$ cat src/adi_pkg.sv
// constants shared by the audio dac serial interface
package adi_pkg;
  localparam int SAMPLE_W = 16;
  localparam logic [1:0] OVS_RSVD = 2'h0;
  localparam logic [1:0] OVS_128 = 2'h1;
  localparam logic [1:0] OVS_256 = 2'h2;
  localparam logic [1:0] OVS_384 = 2'h3;
  localparam logic [8:0] RATIO_128 = 9'h080;
  localparam logic [8:0] RATIO_256 = 9'h100;
  localparam logic [8:0] RATIO_384 = 9'h180;
  localparam logic [5:0] SLOTS_16 = 6'h10;
  localparam logic [5:0] SLOTS_32 = 6'h20;
  localparam logic [4:0] JUST_MSB = 5'h00;
  localparam logic [4:0] JUST_I2S = 5'h01;
  localparam logic [4:0] JUST_LSB = 5'h10;
  localparam logic [3:0] ADDR_CONTROL0 = 4'h0;
  localparam logic [3:0] ADDR_CONTROL1 = 4'h1;
  localparam logic [3:0] ADDR_STATUS = 4'h2;
  localparam int C0_ENABLE = 0;
  localparam int C0_OVS_LO = 1;
  localparam int C0_SLOT = 3;
  localparam int C0_POL = 4;
  localparam logic [7:0] CONTROL0_RESET = 8'h00;
  localparam logic [7:0] CONTROL1_RESET = 8'h00;
endpackage

$ cat src/adi_mclk_div.sv
// divider that turns system clock into oversampling clock enables
`timescale 1ns/100ps
module adi_mclk_div #(
  parameter int HALF_DIV = 1
) (
  input wire logic clk,
  input wire logic rst_n,
  input wire logic run,
  output logic tick
);
  logic [7:0] cnt;
  logic [7:0] next_cnt;
  logic next_tick;

  always_comb begin
    next_cnt = cnt;
    next_tick = 1'b0;
    if (!run) begin
      next_cnt = 8'h00;
    end else if (cnt == 8'(HALF_DIV - 1)) begin
      next_cnt = 8'h00;
      next_tick = 1'b1;
    end else begin
      next_cnt = cnt + 8'h01;
    end
  end

  always_ff @(posedge clk) begin
    if (!rst_n) begin
      cnt <= 8'h00;
      tick <= 1'b0;
    end else begin
      cnt <= next_cnt;
      tick <= next_tick;
    end
  end
endmodule

$ cat src/adi_serial_out.sv
// stereo serialiser for an external dac, pcm and i2s formats
//
// The register addresses and the strobed register port are this design's own decisions.
`timescale 1ns/100ps
module adi_serial_out (
  input wire logic MCLK,
  input wire logic RESET_N,
  input wire logic [3:0] ADDR,
  input wire logic [7:0] WDATA,
  input wire logic WR,
  input wire logic RD,
  output logic [7:0] RDATA,
  input wire logic [15:0] LEFT_SAMPLE,
  input wire logic [15:0] RIGHT_SAMPLE,
  input wire logic SAMPLE_VALID,
  output logic SAMPLE_READY,
  output logic OVERSAMPLE_CLK_OUT,
  output logic BIT_CLK_OUT,
  output logic WORD_SELECT_OUT,
  output logic SDATA_OUT
);
  logic [7:0] dac_if_control0;
  logic [7:0] dac_if_control1;
  logic [7:0] next_control0;
  logic [7:0] next_control1;
  logic [7:0] next_rdata;
  logic dac_if_enable;
  logic [1:0] oversample_ratio_sel;
  logic slot_width_sel;
  logic word_select_polarity;
  logic [4:0] justify_shift;
  logic mtick;
  logic [8:0] ocnt;
  logic [8:0] next_ocnt;
  logic [5:0] slot;
  logic [5:0] next_slot;
  logic chan;
  logic next_chan;
  logic ovs;
  logic next_ovs;
  logic bck;
  logic next_bck;
  logic ws;
  logic next_ws;
  logic sd;
  logic next_sd;
  logic [15:0] lhold;
  logic [15:0] rhold;
  logic [15:0] next_lhold;
  logic [15:0] next_rhold;
  logic rdy;
  logic next_rdy;
  logic underrun;
  logic next_underrun;
  logic [8:0] ratio;
  logic [5:0] nslots;
  logic [8:0] half_bit;
  logic running;

  assign dac_if_enable = dac_if_control0[adi_pkg::C0_ENABLE];
  assign oversample_ratio_sel =
    dac_if_control0[adi_pkg::C0_OVS_LO +: 2];
  assign slot_width_sel = dac_if_control0[adi_pkg::C0_SLOT];
  assign word_select_polarity = dac_if_control0[adi_pkg::C0_POL];
  assign justify_shift = dac_if_control1[4:0];
  // reserved ratio keeps the link idle rather than guess a rate
  assign running = dac_if_enable &&
    (oversample_ratio_sel != adi_pkg::OVS_RSVD);

  // one mclk per two system cycles: the oversampling clock toggles per tick
  adi_mclk_div #(.HALF_DIV(1)) u_div (
    .clk(MCLK),
    .rst_n(RESET_N),
    .run(running),
    .tick(mtick)
  );

  function automatic logic [8:0] ratio_of(input logic [1:0] sel);
    unique case (sel)
      adi_pkg::OVS_128: ratio_of = adi_pkg::RATIO_128;
      adi_pkg::OVS_384: ratio_of = adi_pkg::RATIO_384;
      default: ratio_of = adi_pkg::RATIO_256;
    endcase
  endfunction

  always_comb begin
    ratio = ratio_of(oversample_ratio_sel);
    nslots = slot_width_sel ? adi_pkg::SLOTS_32 : adi_pkg::SLOTS_16;
    // oversample periods per bit: ratio / (2 * slots), half of that per edge
    half_bit = slot_width_sel ? (ratio >> 7) : (ratio >> 6);
  end

  // picks the bit shown at a given slot of a channel
  function automatic logic bit_at(input logic [15:0] s,
                                  input logic [5:0] pos,
                                  input logic [4:0] sh);
    logic [6:0] idx;
    idx = 7'(pos) - 7'(sh);
    if (pos < 6'(sh) || idx >= 7'(adi_pkg::SAMPLE_W)) begin
      bit_at = 1'b0;
    end else begin
      bit_at = s[4'(7'(adi_pkg::SAMPLE_W - 1) - idx)];
    end
  endfunction

  always_comb begin
    next_control0 = dac_if_control0;
    next_control1 = dac_if_control1;
    next_rdata = 8'h00;
    if (WR && ADDR == adi_pkg::ADDR_CONTROL0) begin
      next_control0 = WDATA;
    end
    if (WR && ADDR == adi_pkg::ADDR_CONTROL1) begin
      next_control1 = {3'h0, WDATA[4:0]};
    end
    if (RD) begin
      unique case (ADDR)
        adi_pkg::ADDR_CONTROL0: next_rdata = {3'h0, dac_if_control0[4:0]};
        adi_pkg::ADDR_CONTROL1: next_rdata = dac_if_control1;
        adi_pkg::ADDR_STATUS: next_rdata = {6'h00, underrun, chan};
        default: next_rdata = 8'h00;
      endcase
    end
  end

  always_comb begin
    next_ocnt = ocnt;
    next_slot = slot;
    next_chan = chan;
    next_ovs = ovs;
    next_bck = bck;
    next_ws = ws;
    next_sd = sd;
    next_lhold = lhold;
    next_rhold = rhold;
    next_rdy = rdy;
    next_underrun = underrun;
    if (SAMPLE_VALID && rdy) begin
      next_rdy = 1'b0;
    end
    if (RD && ADDR == adi_pkg::ADDR_STATUS) begin
      next_underrun = 1'b0;
    end
    if (!running) begin
      next_ocnt = 9'h000;
      next_slot = 6'h00;
      next_chan = 1'b0;
      next_ovs = 1'b0;
      next_bck = 1'b0;
      next_ws = word_select_polarity;
      next_sd = 1'b0;
      next_rdy = 1'b1;
    end else if (mtick) begin
      next_ovs = ~ovs;
      if (ovs) begin
        if (ocnt == half_bit - 9'h001) begin
          next_ocnt = 9'h000;
          next_bck = ~bck;
          if (bck) begin
            // falling bit clock edge: advance slot and update data
            if (slot == nslots - 6'h01) begin
              next_slot = 6'h00;
              next_chan = ~chan;
              if (chan) begin
                // accepted since the last load, or offered right now
                if (SAMPLE_VALID || !rdy) begin
                  next_lhold = LEFT_SAMPLE;
                  next_rhold = RIGHT_SAMPLE;
                end else begin
                  next_lhold = 16'h0000;
                  next_rhold = 16'h0000;
                  next_underrun = 1'b1;
                end
                next_rdy = 1'b1;
              end
            end else begin
              next_slot = slot + 6'h01;
            end
            next_ws = next_chan ^ ~word_select_polarity;
            next_sd = bit_at(next_chan ? next_rhold : next_lhold,
                             next_slot, justify_shift);
          end
        end else begin
          next_ocnt = ocnt + 9'h001;
        end
      end
    end
  end

  always_ff @(posedge MCLK) begin
    if (!RESET_N) begin
      dac_if_control0 <= adi_pkg::CONTROL0_RESET;
      dac_if_control1 <= adi_pkg::CONTROL1_RESET;
      RDATA <= 8'h00;
      ocnt <= 9'h000;
      slot <= 6'h00;
      chan <= 1'b0;
      ovs <= 1'b0;
      bck <= 1'b0;
      ws <= 1'b0;
      sd <= 1'b0;
      lhold <= 16'h0000;
      rhold <= 16'h0000;
      rdy <= 1'b0;
      underrun <= 1'b0;
    end else begin
      dac_if_control0 <= next_control0;
      dac_if_control1 <= next_control1;
      RDATA <= next_rdata;
      ocnt <= next_ocnt;
      slot <= next_slot;
      chan <= next_chan;
      ovs <= next_ovs;
      bck <= next_bck;
      ws <= next_ws;
      sd <= next_sd;
      lhold <= next_lhold;
      rhold <= next_rhold;
      rdy <= next_rdy;
      underrun <= next_underrun;
    end
  end

  assign SAMPLE_READY = rdy;
  assign OVERSAMPLE_CLK_OUT = ovs;
  assign BIT_CLK_OUT = bck;
  assign WORD_SELECT_OUT = ws;
  assign SDATA_OUT = sd;
endmodule

$ cat config.mk
export PLATFORM = sky130hd
export DESIGN_NAME = adi_serial_out
export DESIGN_NICKNAME = d
export VERILOG_FILES = /design/src/adi_pkg.sv /design/src/adi_mclk_div.sv /design/src/adi_serial_out.sv
export SDC_FILE = /design/constraint.sdc
export NUM_CORES = 1
export LEC_CHECK = 0
export ABC_AREA = 1
export BUFFER_PORTS_ARGS = -buffer_cell sky130_fd_sc_hd__buf_2
export CAP_MARGIN = 20
export CORE_ASPECT_RATIO = 0.9
export CORE_UTILIZATION = 52
export DETAILED_ROUTE_END_ITERATION = 10
export PLACE_DENSITY = 0.81
export SLEW_MARGIN = 20
export SYNTH_ARGS = -nofsm -noshare
export SYNTH_HDL_FRONTEND = slang
export SYNTH_SLANG_ARGS = --single-unit
$ cat constraint.sdc
create_clock -name MCLK -period 2.4 [get_ports MCLK]
set_input_delay 0.48 -clock MCLK [delete_from_list [all_inputs] [get_ports MCLK]]
set_output_delay 0.48 -clock MCLK [all_outputs]
set_load 0.005 [all_outputs]
[Word level (Yosys, flattened, before mapping)]
Index checks and enable logic that the tools add are counted.
Operators by class
  $add $sub $neg: 7
  multiply operators: 0
  div/mod/pow operators: 0
  order comparisons: 3
  eq/ne operators: 10
  shifts and indexed selects: 0
  mux-type cells: 60
  bitwise gates (word level): 7
  reduce and logical (&&, ||, !) cells: 19
Operator list (count)
  16-bit 2-to-1 mux: 17
  6-bit 2-to-1 mux: 7
  1-bit 2-to-1 mux: 31
  9-bit one-hot mux with 2 select lines: 1
  5-bit one-hot mux with 3 select lines: 1
  9-bit by 1-bit adder with 9-bit output (second input constant): 1
  9-bit equality test: 1
  9-bit 2-to-1 mux: 1
  8-bit by 1-bit adder with 8-bit output (second input constant): 1
  8-bit zero test: 1
  2-bit != test (second input constant): 4
  4-bit AND reduction: 2
  7-bit by 5-bit >= comparator with 1-bit output (second input constant): 1
  6-bit by 5-bit subtractor with 7-bit output: 1
  6-bit by 1-bit adder with 6-bit output (second input constant): 1
  6-bit equality test: 1
  6-bit by 5-bit < comparator with 1-bit output: 1
  1-bit inverter: 6
  2-bit AND reduction: 3
  6-bit by 1-bit subtractor with 6-bit output (second input constant): 1
  1-bit logical AND: 5
  4-bit by 5-bit < comparator with 1-bit output (second input constant): 1
  5-bit AND reduction: 1
  1-bit binary-select mux with 4-bit select: 1
  14 further kinds: 15
Storage, ports and cells
  bits in registers: 81
  bits in latches: 0
  memory bits (writable): 0
  ROM bits: 0
  input bits: 49
  word-level logic and storage cells: 122
  memories: 0

[Logic depth before layout (Yosys ltp)]
Gate-level depths: netlist (run 1).
  depth after elaboration: 15
  mapped depth: 20
  mapped depth without buffers: 19

[By module]
From an unflattened synthesis (run 1), not the netlist that was laid out.
Second synthesis, totals
  cells, all modules: 665
  area total of the unflattened synthesis: 4385.5 um^2
By module, submodules not included
  adi_serial_out: times used 1, cells an instance 596, area an instance 3903.7 um^2
  adi_mclk_div: times used 1, cells an instance 69, area an instance 481.7 um^2

[Worst setup path after synthesis (run 1)]
No wires, ideal clock.
  kind: reg2reg
  from: register slot[0]
  to: register sd, in the netlist SDATA_OUT
  library setup time: 0.113 ns
  data arrival time: 2.337 ns
  path slack: -0.050 ns
  stages on the path, launching flop included: 21
  period minus slack after synthesis: 2.450 ns
  path through: dfxtp_1 -> ha_1 -> nand2_1 -> nor2_2 -> inv_1 -> nor2_4 -> buf_4 -> nor2_1 -> nand2_1 -> inv_1 -> ha_1 -> nand2_1 -> nor2_1 -> a211oi_1 -> nand2_1 -> nand2_1 -> inv_1 -> nand4_1 -> nor2_1 -> nand3_1 -> nand2_1
On the way
  cells in the longest elaborated chain, start to end: 12
  elaborated cells on any way between the ends: 35
  classes of those cells: add/sub: 3; order compare: 2; eq/ne: 1; mux: 28; reduce/logical: 1
Ends and longest elaborated chain
  from (decl): line adi_serial_out.sv:35  | logic [5:0] slot;
  from (signal assigned): line adi_serial_out.sv:211  | slot <= next_slot;
  6-bit by 1-bit adder with 6-bit output / 6-bit equality test (equally long branches): line adi_serial_out.sv:177, adi_serial_out.sv:161
  6-bit 2-to-1 mux: line adi_serial_out.sv:161  | if (slot == nslots - 6'h01) begin
  6-bit 2-to-1 mux: line adi_serial_out.sv:159  | if (bck) begin
  6-bit 2-to-1 mux: line adi_serial_out.sv:156  | if (ocnt == half_bit - 9'h001) begin
  6-bit 2-to-1 mux: line adi_serial_out.sv:155  | if (ovs) begin
  6-bit 2-to-1 mux: line adi_serial_out.sv:153  | end else if (mtick) begin
  6-bit 2-to-1 mux: line adi_serial_out.sv:144  | if (!running) begin
  6-bit by 5-bit subtractor with 7-bit output: line adi_serial_out.sv:98  | idx = 7'(pos) - 7'(sh);
  4-bit subtractor: line adi_serial_out.sv:102  | bit_at = s[4'(7'(adi_pkg::SAMPLE_W - 1) - idx)];
  1-bit binary-select mux with 4-bit select: line adi_serial_out.sv:102
  1-bit 2-to-1 mux (implied by the code): line adi_serial_out.sv:102
  1-bit 2-to-1 mux *: line adi_serial_out.sv:99  | if (pos < 6'(sh) || idx >= 7'(adi_pkg::SAMPLE_W)) begin
  to (signal assigned): line adi_serial_out.sv:216  | sd <= next_sd;
  to (decl): line adi_serial_out.sv:45  | logic sd;
Every way passes the cells marked *; elsewhere a longest branch is shown, timed or not. The select of a mux whose other input is x is not followed.
A chain may end at the register's enable or synchronous reset.

[Worst setup path after layout (run 1)]
  from: register slot[1]
  to: register sd, in the netlist SDATA_OUT
Same word-level chain as after synthesis.

==> impl_results.md, run 1 <==
- Status: finished, violations left
- Failing checks: design-rule violations
- Post-route cell area: 4910 sq um
- Max Cap Violations: 0
- Layout cells sized above 1: around 17%
- Post-route ant nets: 0
- Hold_buf cts: 0
- R2R cell count: 13
- Worst setup EP type: flip-flop
- Synthesized cell area: 4300 sq um
- Die X: just under 100 um
- Worst hold path depth: 3
- # DRC: 4
- Power density cells: around 500 nW/um^2
- Grt met2 use: 38.2%
- Largest net degree at the start of global routing: 29
- H-tree depth: 3
- Yosys cell types: 40
- Maximum VDD drop: 372 uV
- R2R Setup Slk: 0.18 ns
- Die height: 88.3 um
- Worst Hold End: rhold[3]
- Clock root buffer: clkbuf_8
- Area fraction of the dominant cell type after synthesis: approximately 36%
- Port-buffer cells: 55
- CTS tree: yes
- F_max: around 450 MHz
- Final WL: 10200 um
- First-pass GRT wire length: 16300 um
- Gr usage total: 23.6%
- Vias/cell: 5.40
- Worst Setup Path Type: flip-flop to flip-flop
- Initial core utilization: 53.6%
- TritonCTS buffer count: 9
- Post-synth EDFFs: 0
- Clock Path Buffers: 2
- CP startpoint kind: flip-flop
- Area delta synth->final: 14.3%
- Most frequent cell after synthesis: nand2_1
- #FFs+latches synth: 78
- Iteration-0 DRC Markers: 207
- Post-synthesis cell count: 626
- Clk sinks: 78
- Fin crit period: between 2 and 2.5 ns
- # rows: 31
- GR Overflow Total: 0
- Yosys top cell by area: dfxtp_1
- CORE AREA: 8030 sq um
- Initial antenna violation count: 0
- Seq/Total Area, Yosys: 36.3%
- Synth top cells by count: nand2_1, inv_1, dfxtp_1
- Layout Skew: 0.00844 ns
- Number of global-route vias before repair: 3680
- YS warnings: 0
- Number of setup violations in the final report: 0
- Worst-path maximum fanout: 5
- Post-DR wirelength/cell: 13.0 um
- Fin Hold WS: 0.378 ns
- Die footprint: around 8600 sq um
- FF-to-FF End: SDATA_OUT
- First drt pass iteration count: 8
- Least-Margin Pin Slew: between 0.6 and 0.7 ns
- Final nets: 740
- Synth top area cells: dfxtp_1, nand2_1, nand3_1
- CP required: 2.66 ns
- Worst min-delay path category: input pin to flip-flop
- Detailed-placement wirelength estimate: roughly 7400 um
- Filler instances: roughly 690
- Worst slew margin: about three fifths
- Arr. time, crit path: 2.48 ns
- Met3 Use GR: between 5 and 6%
- Min-delay src: RIGHT_SAMPLE[3]
- Most used DFF post-synth: dfxtp_1
- Busiest layer in global routing: met2
- Routability cong.: 0.851
- Met1 usage: a little under a third
- Crit share post-route: 92.5%
- Fraction of registers with async set/reset: 0%
- # IOs: 62
- Clk_lat worst skew: ~0.36 ns
- Routed via count: between 4000 and 5000
- Diode count: 0
- Static Leakage: 0.00209 uW
- Cell Area, Placed: 4660 sq um
- Mean Syn Cell Area: 6.87 sq um
- Final Hold Viols: 0
- Final slew viol count: 0
- CTS clock-pin slew for the worst setup and hold paths: about 0.080 ns
- Reg2reg start: slot[1]
[stage by stage]
| step | power [uW] | worst slack (ns) | TNS (ns) | utilization, % | cells |
|---|---|---|---|---|---|
| 2_1_floorplan | 1400 | 0.00309 | 0 | - | 628 |
| 3_3_place_gp | 1450 | 0.117 | 0 | 58.1 | 768 |
| 3_5_place_dp | 1460 | 0.0284 | 0 | 58.1 | 768 |
| 4_1_cts | 2440 | 0.0145 | 0 | 60.5 | 783 |
| 5_1_grt | 2500 | -0.0372 | -0.0372 | 61.2 | 784 |
| 6_report | 2420 | 0.179 | 0 | 61.2 | 784 |
[kinds of logic after synthesis]
kind of cell | count (synthesis) | synth area share, %
AOI/OAI and AO/OA | 133 | 16.2
xor gates and xnor gates | 9 | 1.83
adders and majority gates | 10 | 3.08
buffers and inverters | 112 | 11.0
DFF | 78 | 36.3
other | 1 | 0.0872
and+or+nand+nor | 283 | 31.5
[report_power, final]
part	total, uW	internal [uW]	leakage, uW	switching (uW)
sequential	1300	1300	0.000631	4.15
clock	997	532	0.000102	465
combinational	126	52.6	0.00136	73.6
total	2420	1880	0.00209	543
[routing by layer]
metal | routed length (um) | part of all wire, %
met1 | 4760 | 47
met2 | 4670 | 46
met3 | 604 | 5.9
met4 | 133 | 1.3
met5 | 0 | 0
[placed cells by master, fill, tap and decap left out, drive strengths merged, types with 4 or more instances in the layout]
cell type and n:
xor2 7, nand3 82, nand4 5, a21oi 62, o21ai 56, nand2 133
inv 84, dfxtp 78, nor3 14, nand3b 5, a31oi 4, buf 69
ha 9, clkbuf 12, nor2 39
[worst max-delay path, cell delays in order, from the launching register on]
cell     delay [ns]
dfxtp_2        0.37
ha_4           0.14
nand2_1        0.08
nor2_4         0.16
nand3_2        0.10
nand2_1        0.11
ha_1           0.20
fa_2           0.50
inv_2          0.10
nand3_1        0.09
nand3_1        0.07
nand3_1        0.08
nand3_1        0.07
nand2_1        0.05
[state kept, by name (all words and copies together), names as in the netlist]
name,flops
SDATA_OUT,1
dac_if_control0,5
dac_if_control1,5
SAMPLE_READY,1
slot,6
ocnt,9
u_div.cnt,8
BIT_CLK_OUT,1
chan,1
u_div.tick,1
OVERSAMPLE_CLK_OUT,1
RDATA,5
WORD_SELECT_OUT,1
rhold,16
lhold,16
underrun,1
[how the worst max path moves through the flow]
stage / endpoint / startpoint / slack, ns / cells after the start
after CTS: SDATA_OUT / slot[0] / 0.01 / 19
final: SDATA_OUT / slot[1] / 0.18 / 13
after global placement: SDATA_OUT / slot[0] / 0.12 / 19
after detailed placement: SDATA_OUT / slot[0] / 0.03 / 19
after floorplan: SDATA_OUT / slot[0] / 0.003 / 20
after global routing: SDATA_OUT / slot[4] / -0.04 / 12
[what timing repair did]
item                                    CTS  global route
gates resized for setup                   0            13
endpoints found under the setup margin    0             1
setup buffers                             0             1
[cell type report]
type | instances | area, sq um | area share (%)
multi-input combinational | 438 | 2320 | 47.2
sequential | 78 | 1570 | 31.9
timing repair buffer | 69 | 380 | 7.74
inverter | 85 | 324 | 6.59
clock buffer | 12 | 155 | 3.16
tap | 99 | 124 | 2.52
clock inverter | 3 | 43.8 | 0.891
Note: power is estimated with default switching activity, not from simulation.
==> run 2: changes to the inputs <==
--- a/config.mk
+++ b/config.mk
@@ -5,13 +5,13 @@
 export SDC_FILE = /design/constraint.sdc
 export NUM_CORES = 1
 export LEC_CHECK = 0
-export ABC_AREA = 1
+export ABC_AREA = 0
 export BUFFER_PORTS_ARGS = -buffer_cell sky130_fd_sc_hd__buf_2
 export CAP_MARGIN = 20
 export CORE_ASPECT_RATIO = 0.9
 export CORE_UTILIZATION = 52
 export DETAILED_ROUTE_END_ITERATION = 10
-export PLACE_DENSITY = 0.81
+export PLACE_DENSITY = 0.82
 export SLEW_MARGIN = 20
 export SYNTH_ARGS = -nofsm -noshare
 export SYNTH_HDL_FRONTEND = slang
==> run 2 against run 1 <==
Against the previous run: the flow finishes with violations (negative setup slack); hold slack got worse by 0.014 ns; via count fell by 4.9%; wire length rose by 9.2%; final area rose by 4.5%; combinational power barely moved; utilization rose by 6.2 points; register-to-register slack got worse by 0.27 ns; first-iteration DRC count rose by 13%; sequential cell count did not move; die area fell by 4.1%; largest cell class unchanged.
==> impl_results.md, run 2 <==
- Failing checks: negative setup slack
- First drt pass iteration count: 5
- Area occupied by multi-input gates: 2450 sq um
- Fin crit period: ~2.5 ns
- YS warnings: 0
- Sequential Power Share: between 50% and 60%
- # rows: 30
- Worst Setup Path Type: flip-flop to flip-flop
- Worst min-delay path category: input pin to flip-flop
- Synthesized cell area: 4120 sq um
- H-tree depth: 3
- Mean Syn Cell Area: 8.09 sq um
- Final WL: 11100 um
- Layout cells sized above 1: 27.3%
- Die X: 95.8 um
- Layout Skew: 0.0151 ns
- Sw power: 551 uW
- TritonCTS buffer count: 9
- RSZ-0062 raised after global routing: true
- Clock network fraction of total power: 38.7%
- Iteration-0 DRC Markers: 233
- Largest regs: lhold (16), rhold (16), ocnt (9)
- Yosys cell types: 62
- Initial core utilization: 54.1%
- # IOs: 62
- #FFs+latches synth: a little under 80
- Final nets: 656
- Diode count: 0
- Clock Path Buffers: 2
- Clock root buffer: clkbuf_8
- CTS clock-pin slew for the worst setup and hold paths: 0.08 ns
- Post-synthesis cell count: a little over 500
- Switching portion of total power: 23.6%
- Filler instances: 601
- Worst setup margin: -0.0879 ns
- Combinational share of power: ~5.5%
- Area delta synth->final: 24.6%
- Initial antenna violation count: 0
- Worst slew margin: 47.4%
- Final core occ: 67.4%
- Yosys top cell by area: dfxtp_1
- Gr usage total: 27.0%
- GR Overflow Total: 0
- Routability cong.: 0.943
- Largest net degree at the start of global routing: between 40 and 50
- Fraction of registers with async set/reset: 0%
- Number of setup violations in the final report: 1
- Most frequent cells in the layout: dfxtp_1, nor2_1, nand2_1
- Post-synth EDFFs: 0
- Synth top area cells: dfxtp_1, nor2_1, a21oi_1
- Pwr Total: 2330 uW
- Die footprint: 8280 sq um
- Die height: 86.4 um
- Max Cap Violations: 0
- Final Hold Viols: 0
- Maximum VDD drop: 353 uV
- # DRC: 0
- Static Leakage: 0.00197 uW
- Detailed-placement wirelength estimate: 7540 um
- CORE AREA: 7620 sq um
- Vias/cell: 5.78
- Final slew viol count: 0
- Power density cells: about 450 nW/um^2
- CTS tree: yes
- Least-Margin Pin Slew: 0.788 ns
- FF/Latch Area: around 1600 sq um
- Worst setup EP type: flip-flop
- Commonest non-fill, non-tap cell in the layout: dfxtp_1
- F_max: 402 MHz
- Area fraction of the dominant cell type after synthesis: a little under two fifths
- Clk sinks: 78
- Post-DR wirelength/cell: 15.9 um
- Number of global-route vias before repair: 3795
- Most frequent cell after synthesis: dfxtp_1
- Seq/Total Area, Yosys: between 30% and 40%
- Synth top cells by count: dfxtp_1, nor2_1, nand2_1
- Post-route ant nets: 0
- Crit share post-route: 104%
- Port-buffer cells: 55
- Arr. time, crit path: around 2.8 ns
- Worst-path maximum fanout: 2
- First-pass GRT wire length: roughly 17000 um
- Routed via count: 4027
- R2R Setup Slk: -0.09 ns
- Status: finished, violations left
- Internal power component: 1780 uW
- Most used DFF post-synth: dfxtp_1
- CP startpoint kind: flip-flop
- CP required: 2.70 ns
- Clk_lat worst skew: 0.36 ns
run 2: changes by cell type after synthesis, sizes merged, moves of 12 or more:
cell	delta
nand3	-34
inv	-72
nor2	+29
clkbuf	+12
a21oi	-14
o21ai	-46
nand2	-73
mux2i	+20
run 2: cells by family (layout without fill, tap and decap cells):
logic type               after synthesis  in the layout  synth area share [%]
flip-flops                            78             78                  37.9
adder cells (fa/ha/maj)               10             10                  3.22
buffers and inverters                 45            135                  5.07
AND/OR/NAND/NOR                      227            227                  26.2
other                                  1              3                0.0910
multiplexers                          26             26                  6.77
XOR/XNOR                              26             26                  5.53
AO/OA/AOI/OAI                         96             96                  15.2
run 2: power by group through the flow:
stage	clock network (uW)	logic, uW	registers [uW]
3_5_place_dp	0	123	1330
4_1_cts	910	125	1300
3_3_place_gp	0	120	1330
5_1_grt	968	139	1300
2_1_floorplan	0	61.7	1330
6_report	901	129	1300
run 2: per-stage QoR:
stage | area, sq um | instances | hold WS [ns] | setup TNS [ns] | setup WS [ns]
floorplan | 4190 | 511 | 0.427 | -0.342 | -0.342
global placement | 4760 | 668 | 0.435 | -0.0232 | -0.0232
detailed placement | 4760 | 668 | 0.445 | -0.0712 | -0.0712
CTS | 5020 | 693 | 0.361 | -0.0728 | -0.0728
global route | 5130 | 697 | 0.364 | -0.995 | -0.197
finish | 5130 | 697 | 0.364 | -0.0879 | -0.0879
run 2: path summary, 6_finish.rpt:
path | start | end | cells past startpoint
max reg2reg | slot[0] | SDATA_OUT | 14
min reg2reg | lhold[14] | lhold[14] | 2
max | slot[0] | SDATA_OUT | 14
min | RIGHT_SAMPLE[9] | rhold[9] | 3
run 2: per-layer routing:
metal / part of all wire [%] / GRT usage [%] / vias to the layer above
met2: 49 / 46.2 / 154
met5: 0 / 0 / -
met3: 7.1 / 6.49 / 32
met4: 3.1 / 12.9 / 0
li1: - / - / 1959
met1: 41 / 31.6 / 1882
run 2: repair_timing:
item	CTS	global route
buffers inserted	10	3
hold buffers	0	0
endpoints found under the setup margin	1	30
gates resized for setup	1	12
cloned	0	3
pin swaps	7	18
run 2: cell type report:
type / count / share of cell area [%]
multi-input combinational: 388 / 47.7
clock buffer: 12 / 3.02
clock inverter: 3 / 0.390
timing repair buffer: 108 / 15.2
tap: 96 / 2.34
inverter: 12 / 0.877
sequential: 78 / 30.5
run 2: worst max-delay path, stage by stage, from the launching register on:
cell and delay [ns]:
dfxtp_2 0.36, ha_4 0.13, buf_4 0.11, nand4b_1 0.13, nor2_2 0.16, nor2_2 0.08
ha_1 0.30, o21a_1 0.13, o31a_1 0.18, o22ai_2 0.10, xnor2_1 0.14, nor4_2 0.25
buf_4 0.17, o2111ai_2 0.11, nand3_1 0.09
